**config.mk**
```make
export PLATFORM = sky130hd
export DESIGN_NAME = ebcp_seq
export DESIGN_NICKNAME = d
export VERILOG_FILES = /design/src/shared/ebcp_pkg.sv /design/src/verilog/ebcp_seq.sv /design/src/verilog/ebcp_sync.sv
export VERILOG_INCLUDE_DIRS = /design/src /design/src/shared
export SDC_FILE = /design/constraint.sdc
export NUM_CORES = 1
export LEC_CHECK = 0
export ABC_AREA = 0
export BUFFER_PORTS_ARGS = -buffer_cell sky130_fd_sc_hd__buf_2
export CAP_MARGIN = 5
export CORE_UTILIZATION = 53
export DETAILED_ROUTE_END_ITERATION = 16
export PLACE_DENSITY = 0.85
export SLEW_MARGIN = 10
export SYNTH_ARGS = -nofsm -noshare
export SYNTH_HDL_FRONTEND = slang
export SYNTH_SLANG_ARGS = --single-unit
```
**constraint.sdc**
```tcl
create_clock -name mclk -period 2.7 [get_ports mclk]
set_input_delay 0.27 -clock mclk [delete_from_list [all_inputs] [get_ports mclk]]
set_output_delay 0.27 -clock mclk [all_outputs]
set_load 0.005 [all_outputs]
```
**src/shared/ebcp_map.svh**
```systemverilog
// Register offsets, field positions, reset values and timing counts of the bus sequencer.
`ifndef EBCP_MAP_SVH
`define EBCP_MAP_SVH

// ----------------------------------------------------------------
// Register offsets
// ----------------------------------------------------------------
`define EBCP_ADDR_TCFG0  8'h00
`define EBCP_ADDR_TCFG1  8'h04
`define EBCP_ADDR_CTRL   8'h08
`define EBCP_ADDR_STATUS 8'h0C

// ----------------------------------------------------------------
// Field positions
// ----------------------------------------------------------------
`define EBCP_CTRL_REFCLK_BIT    0
`define EBCP_STAT_BUSY_BIT      0
`define EBCP_STAT_PHASE_LSB     1
`define EBCP_STAT_READY_BIT     4
`define EBCP_WIN_LSB            8

// ----------------------------------------------------------------
// Reset values
// ----------------------------------------------------------------
`define EBCP_TCFG_RESET  32'h0000_07E0
`define EBCP_CTRL_RESET  1'h0

// ----------------------------------------------------------------
// Timing
// ----------------------------------------------------------------
`define EBCP_MCLK_NS     10
`define EBCP_PTU_NS      10

`endif

```
**src/shared/ebcp_pkg.sv**
```systemverilog
// Types shared by the external bus cycle sequencer.
package ebcp_pkg;

	typedef enum logic [2:0] {
		EBCP_IDLE   = 3'b000,
		EBCP_SETUP  = 3'b001,
		EBCP_CMD    = 3'b010,
		EBCP_WSETUP = 3'b011,
		EBCP_ACCESS = 3'b100,
		EBCP_HOLD   = 3'b101
	} ebcp_phase_t;

	// Layout of chip_select_timing_config; lengths in phase_time_unit.
	typedef struct packed {
		logic [17:0] rsvd;
		logic        ready_en;
		logic [1:0]  hold_len;
		logic [4:0]  access_len_m1;
		logic        wsetup_len;
		logic [1:0]  cmd_len;
		logic        setup_two;
		logic [1:0]  setup_ext;
	} ebcp_tcfg_t;

	typedef struct packed {
		logic        valid;
		logic        write;
		logic        cs;
		logic [15:0] addr;
		logic [15:0] wdata;
	} ebcp_req_t;

	typedef struct packed {
		logic [1:0]  cs_n;
		logic        rd_n;
		logic        wr_n;
		logic [15:0] addr;
		logic [15:0] dout;
		logic        doe;
	} ebcp_pins_t;

	typedef struct packed {
		ebcp_phase_t     phase;
		logic [4:0]      cnt;
		ebcp_tcfg_t      cur;
		logic            ext;
		logic            write;
		logic            cs;
		logic [15:0]     wdata;
		logic [7:0]      last_win;
		logic            win_valid;
		ebcp_tcfg_t [1:0] tcfg;
		logic            refclk_en;
		logic            refclk;
		logic [31:0]     reg_rdata;
		logic [15:0]     rdata;
		logic            done;
		logic            req_ready;
		ebcp_pins_t      pins;
		logic [5:0]      a_len;
	} ebcp_state_t;

	typedef struct packed {
		logic s1;
		logic s2;
		logic s3;
		logic out;
	} ebcp_sync_t;

endpackage

```
**src/verilog/ebcp_seq.sv**
```systemverilog
// External bus cycle sequencer with timing registers and reference clock output.
// How it works
// - Every bus cycle runs setup, command, write setup, access, hold in that order; command, write setup and hold are skipped when their length is zero.
// - Phase lengths come from the selected chip select's timing configuration register.
// - With ready enabled, the external module can hold access past its programmed length until ready is seen.
// - Setup lasts one or two units, plus zero to three on window change.
// - Command delay is zero to three units; write setup is zero or one.
// - Access lasts one to thirty-two units; hold lasts zero to three.
// - A flop toggled by the system clock drives the reference clock pin at half its rate when the driver is enabled.
//
// Decided for this implementation: the plain strobed port and the address map.
`include "ebcp_map.svh"
module ebcp_seq (
	input  wire logic        mclk,
	input  wire logic        rst,
	input  wire logic [7:0]  reg_addr,
	input  wire logic [31:0] reg_wdata,
	input  wire logic        reg_wr,
	input  wire logic        reg_rd,
	output logic [31:0]      reg_rdata,
	input  wire logic        req_valid,
	input  wire logic        req_write,
	input  wire logic        req_cs,
	input  wire logic [15:0] req_addr,
	input  wire logic [15:0] req_wdata,
	output logic             req_ready,
	output logic             done,
	output logic [15:0]      rdata,
	output logic [1:0]       bus_cs_n,
	output logic             bus_rd_n,
	output logic             bus_wr_n,
	output logic [15:0]      bus_addr,
	output logic [15:0]      bus_data_out,
	output logic             bus_data_oe,
	input  wire logic [15:0] bus_data_in,
	input  wire logic        bus_ready,
	output logic             bus_reference_clock_out
);

	ebcp_pkg::ebcp_state_t st;
	ebcp_pkg::ebcp_state_t next_st;
	ebcp_pkg::ebcp_req_t   req;
	ebcp_pkg::ebcp_tcfg_t  sel_cfg;
	logic                  ready_s;
	logic [15:0]           din_s;
	logic                  accept;
	logic                  unit_end;
	logic                  win_chg;

	// ----------------------------------------------------------------
	// Input synchronisers
	// ----------------------------------------------------------------
	ebcp_sync u_ready_sync (
		.mclk (mclk),
		.rst  (rst),
		.din  (bus_ready),
		.dout (ready_s)
	);

	genvar gi;
	generate
		for (gi = 0; gi < 16; gi++) begin : g_din
			ebcp_sync u_din_sync (
				.mclk (mclk),
				.rst  (rst),
				.din  (bus_data_in[gi]),
				.dout (din_s[gi])
			);
		end
	endgenerate

	// ----------------------------------------------------------------
	// Phase helpers
	// ----------------------------------------------------------------
	function automatic ebcp_pkg::ebcp_phase_t after_phase(ebcp_pkg::ebcp_phase_t p,
		ebcp_pkg::ebcp_tcfg_t c);
		ebcp_pkg::ebcp_phase_t n;
		n = ebcp_pkg::EBCP_IDLE;
		case (p)
			ebcp_pkg::EBCP_SETUP: begin
				if (c.cmd_len != 2'h0) begin
					n = ebcp_pkg::EBCP_CMD;
				end else if (c.wsetup_len) begin
					n = ebcp_pkg::EBCP_WSETUP;
				end else begin
					n = ebcp_pkg::EBCP_ACCESS;
				end
			end
			ebcp_pkg::EBCP_CMD: begin
				n = c.wsetup_len ? ebcp_pkg::EBCP_WSETUP : ebcp_pkg::EBCP_ACCESS;
			end
			ebcp_pkg::EBCP_WSETUP: begin
				n = ebcp_pkg::EBCP_ACCESS;
			end
			ebcp_pkg::EBCP_ACCESS: begin
				n = (c.hold_len != 2'h0) ? ebcp_pkg::EBCP_HOLD : ebcp_pkg::EBCP_IDLE;
			end
			default: begin
				n = ebcp_pkg::EBCP_IDLE;
			end
		endcase
		return n;
	endfunction

	// Length of a phase in clock cycles, minus one.
	function automatic logic [4:0] phase_len_m1(ebcp_pkg::ebcp_phase_t p,
		ebcp_pkg::ebcp_tcfg_t c, logic ext);
		logic [4:0] l;
		l = 5'h00;
		case (p)
			ebcp_pkg::EBCP_SETUP: begin
				l = {4'h0, c.setup_two} + (ext ? {3'h0, c.setup_ext} : 5'h00);
			end
			ebcp_pkg::EBCP_CMD: begin
				l = {3'h0, c.cmd_len} - 5'h01;
			end
			ebcp_pkg::EBCP_ACCESS: begin
				l = c.access_len_m1;
			end
			ebcp_pkg::EBCP_HOLD: begin
				l = {3'h0, c.hold_len} - 5'h01;
			end
			default: begin
				l = 5'h00;
			end
		endcase
		return l;
	endfunction

	// ----------------------------------------------------------------
	// Next state
	// ----------------------------------------------------------------
	assign req      = '{valid: req_valid, write: req_write, cs: req_cs, addr: req_addr,
		wdata: req_wdata};
	assign sel_cfg  = st.tcfg[req.cs];
	assign accept   = req.valid && st.req_ready;
	assign win_chg  = st.win_valid && (req.addr[`EBCP_WIN_LSB +: 8] != st.last_win);
	assign unit_end = (st.cnt == 5'h00) &&
		!(st.phase == ebcp_pkg::EBCP_ACCESS && st.cur.ready_en && !ready_s);

	always_comb begin
		next_st      = st;
		next_st.done = 1'b0;

		if (reg_wr) begin
			case (reg_addr)
				`EBCP_ADDR_TCFG0: next_st.tcfg[0] = reg_wdata;
				`EBCP_ADDR_TCFG1: next_st.tcfg[1] = reg_wdata;
				`EBCP_ADDR_CTRL:  next_st.refclk_en = reg_wdata[`EBCP_CTRL_REFCLK_BIT];
				default:          next_st.refclk_en = st.refclk_en;
			endcase
		end
		next_st.reg_rdata = 32'h0000_0000;
		if (reg_rd) begin
			case (reg_addr)
				`EBCP_ADDR_TCFG0: next_st.reg_rdata = {18'h0, st.tcfg[0][13:0]};
				`EBCP_ADDR_TCFG1: next_st.reg_rdata = {18'h0, st.tcfg[1][13:0]};
				`EBCP_ADDR_CTRL:  next_st.reg_rdata = {31'h0, st.refclk_en};
				`EBCP_ADDR_STATUS: begin
					next_st.reg_rdata[`EBCP_STAT_BUSY_BIT] = !st.req_ready;
					next_st.reg_rdata[`EBCP_STAT_PHASE_LSB +: 3] = st.phase;
					next_st.reg_rdata[`EBCP_STAT_READY_BIT] = ready_s;
				end
				default:          next_st.reg_rdata = 32'h0000_0000;
			endcase
		end

		// The reference clock is a flop-driven copy of the system clock at half its rate.
		next_st.refclk = st.refclk_en ? !st.refclk : 1'b0;

		case (st.phase)
			ebcp_pkg::EBCP_IDLE: begin
				if (accept) begin
					next_st.phase     = ebcp_pkg::EBCP_SETUP;
					next_st.cur       = sel_cfg;
					next_st.ext       = win_chg;
					next_st.cnt       = phase_len_m1(ebcp_pkg::EBCP_SETUP, sel_cfg, win_chg);
					next_st.write     = req.write;
					next_st.cs        = req.cs;
					next_st.wdata     = req.wdata;
					next_st.pins.addr = req.addr;
					next_st.last_win  = req.addr[`EBCP_WIN_LSB +: 8];
					next_st.win_valid = 1'b1;
				end
			end
			ebcp_pkg::EBCP_SETUP, ebcp_pkg::EBCP_CMD, ebcp_pkg::EBCP_WSETUP,
			ebcp_pkg::EBCP_ACCESS, ebcp_pkg::EBCP_HOLD: begin
				if (!unit_end) begin
					next_st.cnt = (st.cnt == 5'h00) ? 5'h00 : st.cnt - 5'h01;
				end else begin
					next_st.phase = after_phase(st.phase, st.cur);
					next_st.cnt   = phase_len_m1(next_st.phase, st.cur, st.ext);
					if (st.phase == ebcp_pkg::EBCP_ACCESS && !st.write) begin
						next_st.rdata = din_s;
					end
					if (next_st.phase == ebcp_pkg::EBCP_IDLE) begin
						next_st.done = 1'b1;
					end
				end
			end
			default: begin
				next_st.phase = ebcp_pkg::EBCP_IDLE;
			end
		endcase

		next_st.req_ready = (next_st.phase == ebcp_pkg::EBCP_IDLE);
		next_st.pins.cs_n = next_st.req_ready ? 2'b11 : ~(2'b01 << next_st.cs);
		next_st.pins.rd_n = !(next_st.phase == ebcp_pkg::EBCP_ACCESS && !next_st.write);
		next_st.pins.wr_n = !(next_st.phase == ebcp_pkg::EBCP_ACCESS && next_st.write);
		next_st.pins.doe  = next_st.write && (next_st.phase == ebcp_pkg::EBCP_WSETUP ||
			next_st.phase == ebcp_pkg::EBCP_ACCESS || next_st.phase == ebcp_pkg::EBCP_HOLD);
		next_st.pins.dout = next_st.wdata;
		next_st.a_len = (next_st.phase != st.phase) ? 6'h00 :
			((st.a_len == 6'h3F) ? st.a_len : st.a_len + 6'h01);
	end

	always_ff @(posedge mclk) begin
		if (rst) begin
			st           <= '0;
			st.tcfg[0]   <= `EBCP_TCFG_RESET;
			st.tcfg[1]   <= `EBCP_TCFG_RESET;
			st.refclk_en <= `EBCP_CTRL_RESET;
			st.req_ready <= 1'b1;
			st.pins.cs_n <= 2'b11;
			st.pins.rd_n <= 1'b1;
			st.pins.wr_n <= 1'b1;
		end else begin
			st <= next_st;
		end
	end

	// ----------------------------------------------------------------
	// Outputs
	// ----------------------------------------------------------------
	assign reg_rdata               = st.reg_rdata;
	assign req_ready               = st.req_ready;
	assign done                    = st.done;
	assign rdata                   = st.rdata;
	assign bus_cs_n                = st.pins.cs_n;
	assign bus_rd_n                = st.pins.rd_n;
	assign bus_wr_n                = st.pins.wr_n;
	assign bus_addr                = st.pins.addr;
	assign bus_data_out            = st.pins.dout;
	assign bus_data_oe             = st.pins.doe;
	assign bus_reference_clock_out = st.refclk;

	// ----------------------------------------------------------------
	// Assertions
	// ----------------------------------------------------------------
	a_cycle_start: assert property (@(posedge mclk) disable iff (rst)
		accept |=> st.phase == ebcp_pkg::EBCP_SETUP && !st.req_ready)
		else $error("accepted request did not start the setup phase");

	a_access_next: assert property (@(posedge mclk) disable iff (rst)
		(st.phase == ebcp_pkg::EBCP_ACCESS) |=> st.phase inside
		{ebcp_pkg::EBCP_ACCESS, ebcp_pkg::EBCP_HOLD, ebcp_pkg::EBCP_IDLE})
		else $error("access phase left to an illegal phase");

	a_cfg_pick: assert property (@(posedge mclk) disable iff (rst)
		accept |=> st.cur == $past(sel_cfg))
		else $error("cycle did not take the selected timing configuration");

	a_setup_len: assert property (@(posedge mclk) disable iff (rst)
		(st.phase == ebcp_pkg::EBCP_SETUP && next_st.phase != ebcp_pkg::EBCP_SETUP) |->
		st.a_len == {5'h00, st.cur.setup_two} + (st.ext ? {4'h0, st.cur.setup_ext} : 6'h00))
		else $error("setup phase length wrong");

	a_cmd_len: assert property (@(posedge mclk) disable iff (rst)
		(st.phase == ebcp_pkg::EBCP_CMD && next_st.phase != ebcp_pkg::EBCP_CMD) |->
		st.a_len + 6'h01 == {4'h0, st.cur.cmd_len})
		else $error("command delay length wrong");

	a_wsetup_len: assert property (@(posedge mclk) disable iff (rst)
		(st.phase == ebcp_pkg::EBCP_WSETUP) |=> st.phase == ebcp_pkg::EBCP_ACCESS)
		else $error("write setup phase longer than one unit");

	a_access_len: assert property (@(posedge mclk) disable iff (rst)
		(st.phase == ebcp_pkg::EBCP_ACCESS && next_st.phase != ebcp_pkg::EBCP_ACCESS) |->
		st.a_len >= {1'b0, st.cur.access_len_m1} &&
		(st.cur.ready_en || st.a_len == {1'b0, st.cur.access_len_m1}))
		else $error("access phase length wrong");

	a_hold_len: assert property (@(posedge mclk) disable iff (rst)
		(st.phase == ebcp_pkg::EBCP_HOLD && next_st.phase != ebcp_pkg::EBCP_HOLD) |->
		st.a_len + 6'h01 == {4'h0, st.cur.hold_len})
		else $error("hold phase length wrong");

	a_ready_wait: assert property (@(posedge mclk) disable iff (rst)
		(st.phase == ebcp_pkg::EBCP_ACCESS && st.cnt == 5'h00 && st.cur.ready_en &&
		!ready_s) |=> st.phase == ebcp_pkg::EBCP_ACCESS && !st.pins.rd_n == !st.write)
		else $error("access ended while ready inactive");

	a_ready_end: assert property (@(posedge mclk) disable iff (rst)
		(st.phase == ebcp_pkg::EBCP_ACCESS && st.cnt == 5'h00 &&
		(!st.cur.ready_en || ready_s)) |=> st.phase != ebcp_pkg::EBCP_ACCESS)
		else $error("access not ended after ready");

	a_refclk_run: assert property (@(posedge mclk) disable iff (rst)
		st.refclk_en ##1 st.refclk_en |-> st.refclk != $past(st.refclk))
		else $error("reference clock did not follow the system clock");

endmodule

```
**src/verilog/ebcp_sync.sv**
```systemverilog
// Three-stage synchroniser whose output follows once stages two and three agree.
module ebcp_sync (
	input  wire logic mclk,
	input  wire logic rst,
	input  wire logic din,
	output logic      dout
);

	ebcp_pkg::ebcp_sync_t st;
	ebcp_pkg::ebcp_sync_t next_st;

	always_comb begin
		next_st    = st;
		next_st.s1 = din;
		next_st.s2 = st.s1;
		next_st.s3 = st.s2;
		if (st.s2 == st.s3) begin
			next_st.out = st.s3;
		end
	end

	always_ff @(posedge mclk) begin
		if (rst) begin
			st <= '0;
		end else begin
			st <= next_st;
		end
	end

	assign dout = st.out;

endmodule

```
# Yosys cells after proc, flatten, opt, wreduce, memory -nomap -nowiden
# Cells that the tools add are included.
[totals]
ff_bits = 273
out_inout_bits = 88
in_bits = 96
[op_classes]
n_bitwise = 5
eq_ne = 34
muxes = 21
shifts = 1
n_reduce_logical = 38
order_cmp = 1
addsub = 5
[ops]
columns = ["cell", "count"]
rows = [
  ["two-way mux 68 bit", 1],
  ["two-way mux 32 bit", 2],
  ["case mux 5 bit (4 select lines)", 2],
  ["two-way mux 27 bit", 1],
  ["== test 3 bit, second input constant", 6],
  ["two-way mux 3 bit", 6],
  ["case mux 9 bit (2 select lines)", 1],
  ["== test 1 bit", 17],
  ["== test 8 x 4 -> 1 bit, second input constant", 2],
  ["== test 3 x 2 -> 1 bit, second input constant", 4],
  ["case mux 3 bit (4 select lines)", 1],
  ["two-way mux 5 bit", 2],
  ["case mux 5 bit (2 select lines)", 1],
  ["AND reduction 2 bit", 5],
  ["logical AND 1 bit", 9],
  ["zero test 3 bit", 3],
  ["== test 8 x 3 -> 1 bit, second input constant", 1],
  ["zero test 1 bit", 8],
  ["zero test 8 bit", 1],
  ["!= test 8 bit", 1],
  ["adder 1 x 2 -> 3 bit", 2],
  ["== test 3 x 1 -> 1 bit, second input constant", 2],
  ["case mux 3 bit (2 select lines)", 1],
  ["nonzero test 2 bit", 3],
  ["other kinds (15)", 23],
]

# Depth between registers and ports, before layout
[depth]
word_depth = 13
mapped_depth = 9
depth_no_buf = 9

# Modules after synthesis
# A second synthesis with hierarchy kept.
[unflattened]
hier_cells = 831
area_unflattened_um2 = 7599.8
[by_module_without_submodules]
columns = ["mod", "area_each_um2", "seq_area_each_um2", "cells_each", "n_inst"]
rows = [
  ["ebcp_seq", 5685.5, 2422.3, 661, 1],
  ["ebcp_sync", 112.6, 80.1, 10, 17],
]

# Least setup slack after synthesis
# OpenSTA, ideal clock, no wires.
[synth_path]
kind = "reg-to-reg"
start = "register st[219] (netlist bit)"
end = "register st (netlist bit rdata[10])"
path_buffers = 1
arrival_ns = 1.878
path_stages_with_launch = 9
setup_slack_ns = 0.694
setup_time_ns = 0.128
required_ns = 2.572
path_cell_list = "dfxtp_1 inv_1 ha_1 nor4b_4 o21ai_4 nor3_4 buf_6 mux2i_1 nor2_1"
[synth_via]
elab_chain_len = 3
[synth_rtl]
columns = ["element", "line", "source"]
rows = [
  ["start, declared", "ebcp_seq.sv:40", "ebcp_pkg::ebcp_state_t st;"],
  ["start signal, assigned", "ebcp_seq.sv:228", "st <= next_st;"],
  ["zero test 5 bit", "ebcp_seq.sv:138", "assign unit_end = (st.cnt == 5'h00) &&"],
  ["logical AND 1 bit", "ebcp_seq.sv:138", ""],
  ["AND reduction 3 bit (no source line)", "-", ""],
]
# Every way passes these cells.
# A chain may end at the register's enable or synchronous reset.

# Worst setup path after layout
[layout_path]
start = "register st[219] (netlist bit)"
end = "register st (netlist bit bus_rd_n)"
[layout_via]
elab_chain_len = 7
[layout_rtl]
columns = ["element", "line", "source"]
rows = [
  ["zero test 5 bit", "ebcp_seq.sv:138", ""],
  ["logical AND 1 bit", "ebcp_seq.sv:138", ""],
  ["two-way mux 3 bit", "ebcp_seq.sv:188", "if (!unit_end) begin"],
  ["case mux 3 bit (2 select lines)", "ebcp_seq.sv:171", "case (st.phase)"],
  ["== test 3 bit", "ebcp_seq.sv:208", "next_st.pins.rd_n = !(next_st.phase == ebcp_pkg::EBCP_ACCESS && !next_st.write);"],
  ["logical AND 1 bit", "ebcp_seq.sv:208", ""],
  ["zero test 1 bit", "ebcp_seq.sv:208", ""],
]
# Every way passes these cells.

==> results.cfg <==
[yosys]
synth.ff_latch_count = 189
avg_inst_size_synth_sq_um = 9.24
ys_top_cells_by_area = dfxtp_1, buf_4, mux2i_1, nor2_1, nor2b_1
postSynth.asyncResetShare_pct = 0
synth_sequential_area_ratio_pct = 49.8
synthesis.instances = 823
yosys_warnings = 0
syn-cell-area_sq_mm = 0.00760
postSynth.topFlopCell = dfxtp_1
share_of_the_synthesized_area_in_the_top_cell_type_pct = 49.8
combinational_family_with_the_most_area_after_synthesis = simple AND/OR/NAND/NOR gates
basic_gate_share_of_the_synthesized_area_counting_and_or_nand_and_nor_cells_pct = 17.4
synth_largest_area_cell = dfxtp_1
synth_edf_count = 0
synth_compound_area_share_pct = 11.9
synth.area.mux_share_pct = 7.13
synthMostInstantiatedCell = dfxtp_1
yosys.cell_types.count = 52
synth-xor-area-share_pct = 1.04
netlist_top_cells_count = dfxtp_1, nor2_1, nand2_1
synthAdderAreaFrac_pct = 1.15

[routing]
detail_route.drc_violations = 0
ant_nets = 0
route.vias.total = 5456
drt-vias-per-instance = 5.05
wl_um = 14500
first_pass_iters = 5
wire_per_inst_um = 13.4
drtIter0Drc = 238

[worst_setup_path]
critical_path.top_delay_family = compound AO/OA/AOI/OAI gates
worst_setup_path_end_kind = flop
worstPathRequired_ps = 2980
critical_path_buf_inv_count = 1
slowest_delay_ps = 490
startpoint_type = flop
worstPathCellList = inv_1 -> ha_1 -> nor4b_4 -> o21ai_4 -> a311oi_1 -> o21a_1 -> nand4bb_1
critical_path_peak_fanout = 10
setup.worst_path.class = reg -> reg
arrival_ps = 2530
critical_path.slowest_cell = nor4b_4

[sta]
report.final.slew_viol_count = 0
maximum_clock_skew_at_final_layout_ps = 6.72
worst_slew_margin_relative_to_its_limit_pct = 54.2
timing.setup.tns_ps = 0
timing.hold.ws_ps = 56.7
worst_slew_pin_slew_ps = 687
unrepaired_setup_endpoints_after_global_routing = no
finalWorstPathRequiredPeriod_ps = 2240
share_of_the_clock_period_used_by_the_worst_path_pct = 83.1
timing.final.setup_violations = 0
report.final.hold_viol_count = 0
finalWorstSetupSlack_ps = 455
fmax_ghz = 0.445

[die]
design.die.area_sq_mm = 0.0148
die_w_um = 122
io_pins = 184
initial_core_util_pct = 54.6
die_height_um = 122
core_region_area_sq_mm = 0.0139
placementRows = 43

[cells_and_area]
final-instance-count-excl-fill = 1080
utilization_pct = 61.2
areaGrowthSynthToFinish_pct = 12.1
final_layout_size_suffix_gt1_share_pct = 22.4
stdcell_area_sq_mm = 0.00852
n_fill_cell = 1156
finish.net_count = 990

[cts]
ctsRootBufferMaster = clkbuf_16
cts_sinks = 189
clk_path_buf_depth = 2
cts_buffers = 17
cts_tree = yes
cts_max_level = 4
clkLatencyLatePin_ps = 420
cts_hold_buffers = 0
clk_pin_slew_worst_paths_ps = 70
post_cts_resize_count = 0
total_setup_buffers_inserted_after_cts = 0

[placement]
gp_routability_congestion = 0.821
number_of_cells_in_the_design_after_placement = 1048
dp.final_hpwl_um = 9700
place.port_buffers = 147
post_dp_cell_area_sq_mm = 0.00791
preCtsSetupSlack_ps = 446

[outcome]
outcome = complete, no violations

[grt]
via_count_of_the_first_global_routing_pass = 4851
initial_antenna_violation_count = 0
grt_start_max_net_pins = 71
grt_use_total_pct = 20.0
globalRouteOverflowTotal = 0
grt_first_pass_wirelength_um = 23200

[worst_hold_path]
hold_path_class = in -> reg

[power_and_ir_drop]
total_power_mw = 7.72
pwr_per_cell_area_mw_per_mm2 = 906
static_leakage_nw = 3.69
vdd_drop_max_uv = 582

[flow_run]
maxCapViolCount = 0
## final timing paths
path,from,endpoint,slack (ps),cells after the start
max,st[219],bus_rd_n,460,7
min,bus_data_in[7],g_din[7].u_din_sync.next_st[2],60,2
max reg2reg,st[219],bus_rd_n,460,7
min reg2reg,bus_reference_clock_out,bus_reference_clock_out,410,1
## final cells by class
class / count / area (sq um) / share of cell area (%)
well taps: 180 / 225 / 2.64
inverters: 18 / 67.6 / 0.793
diodes: 1 / 2.50 / 0.0294
clock buffers: 18 / 439 / 5.15
multi-input cells: 503 / 3010 / 35.3
flip-flops and latches: 189 / 3780 / 44.4
repair buffers: 158 / 821 / 9.63
clock inverters: 13 / 178 / 2.08
## layout by cell type (no fill, tap or decap), types with 11 or more instances in the layout
cell type,instances
a211o_1,13
a211oi_1,11
a21oi_1,58
buf_2,146
buf_4,12
clkbuf_16,17
conb_1,18
dfxtp_1,189
inv_1,18
mux2i_1,53
nand2_1,86
nor2_1,94
nor2b_1,52
o21ai_0,23
## layer usage
layer	part of all wire, %	vias up	global-route usage, %	routed length (um)
met4	1.5	0	5.94	215
met2	49	137	34.2	7180
li1	-	2763	-	-
met1	44	2538	24.1	6320
met3	5.4	18	6.13	785
met5	0	-	0	0
## kinds of logic after synthesis
group / Yosys count
buf+inv: 148
compound gates: 140
simple gates: 275
fa+ha+maj: 7
other cells: 1
mux: 54
xor+xnor: 9
flops: 189
## worst reg2reg max path, delay by kind of cell (launching register included)
kind / cells / cell delay, ps
simple gates: 2 / 630
fa+ha+maj: 1 / 200
compound gates: 3 / 860
flops: 1 / 340
buf+inv: 1 / 90
## sequential cells by signal (all words and copies together), names as in the netlist, 2 cells and up
signal                    cells
g_din.u_din_sync.st          16
g_din.u_din_sync.next_st     32
reg_rdata                    14
bus_cs_n                      2
bus_data_out                 16
g_din.u_din_sync.dout        16
u_ready_sync.next_st          2
rdata                        16
bus_addr                      8
st                           59
## where the power goes
| part | switching [mW] | internal (mW) |
|---|---|---|
| Sequential | 0.212 | 3.07 |
| Combinational | 1.07 | 0.763 |
| Clock | 1.09 | 1.51 |
| Total | 2.38 | 5.34 |
Power figures use the tool's default switching activity.
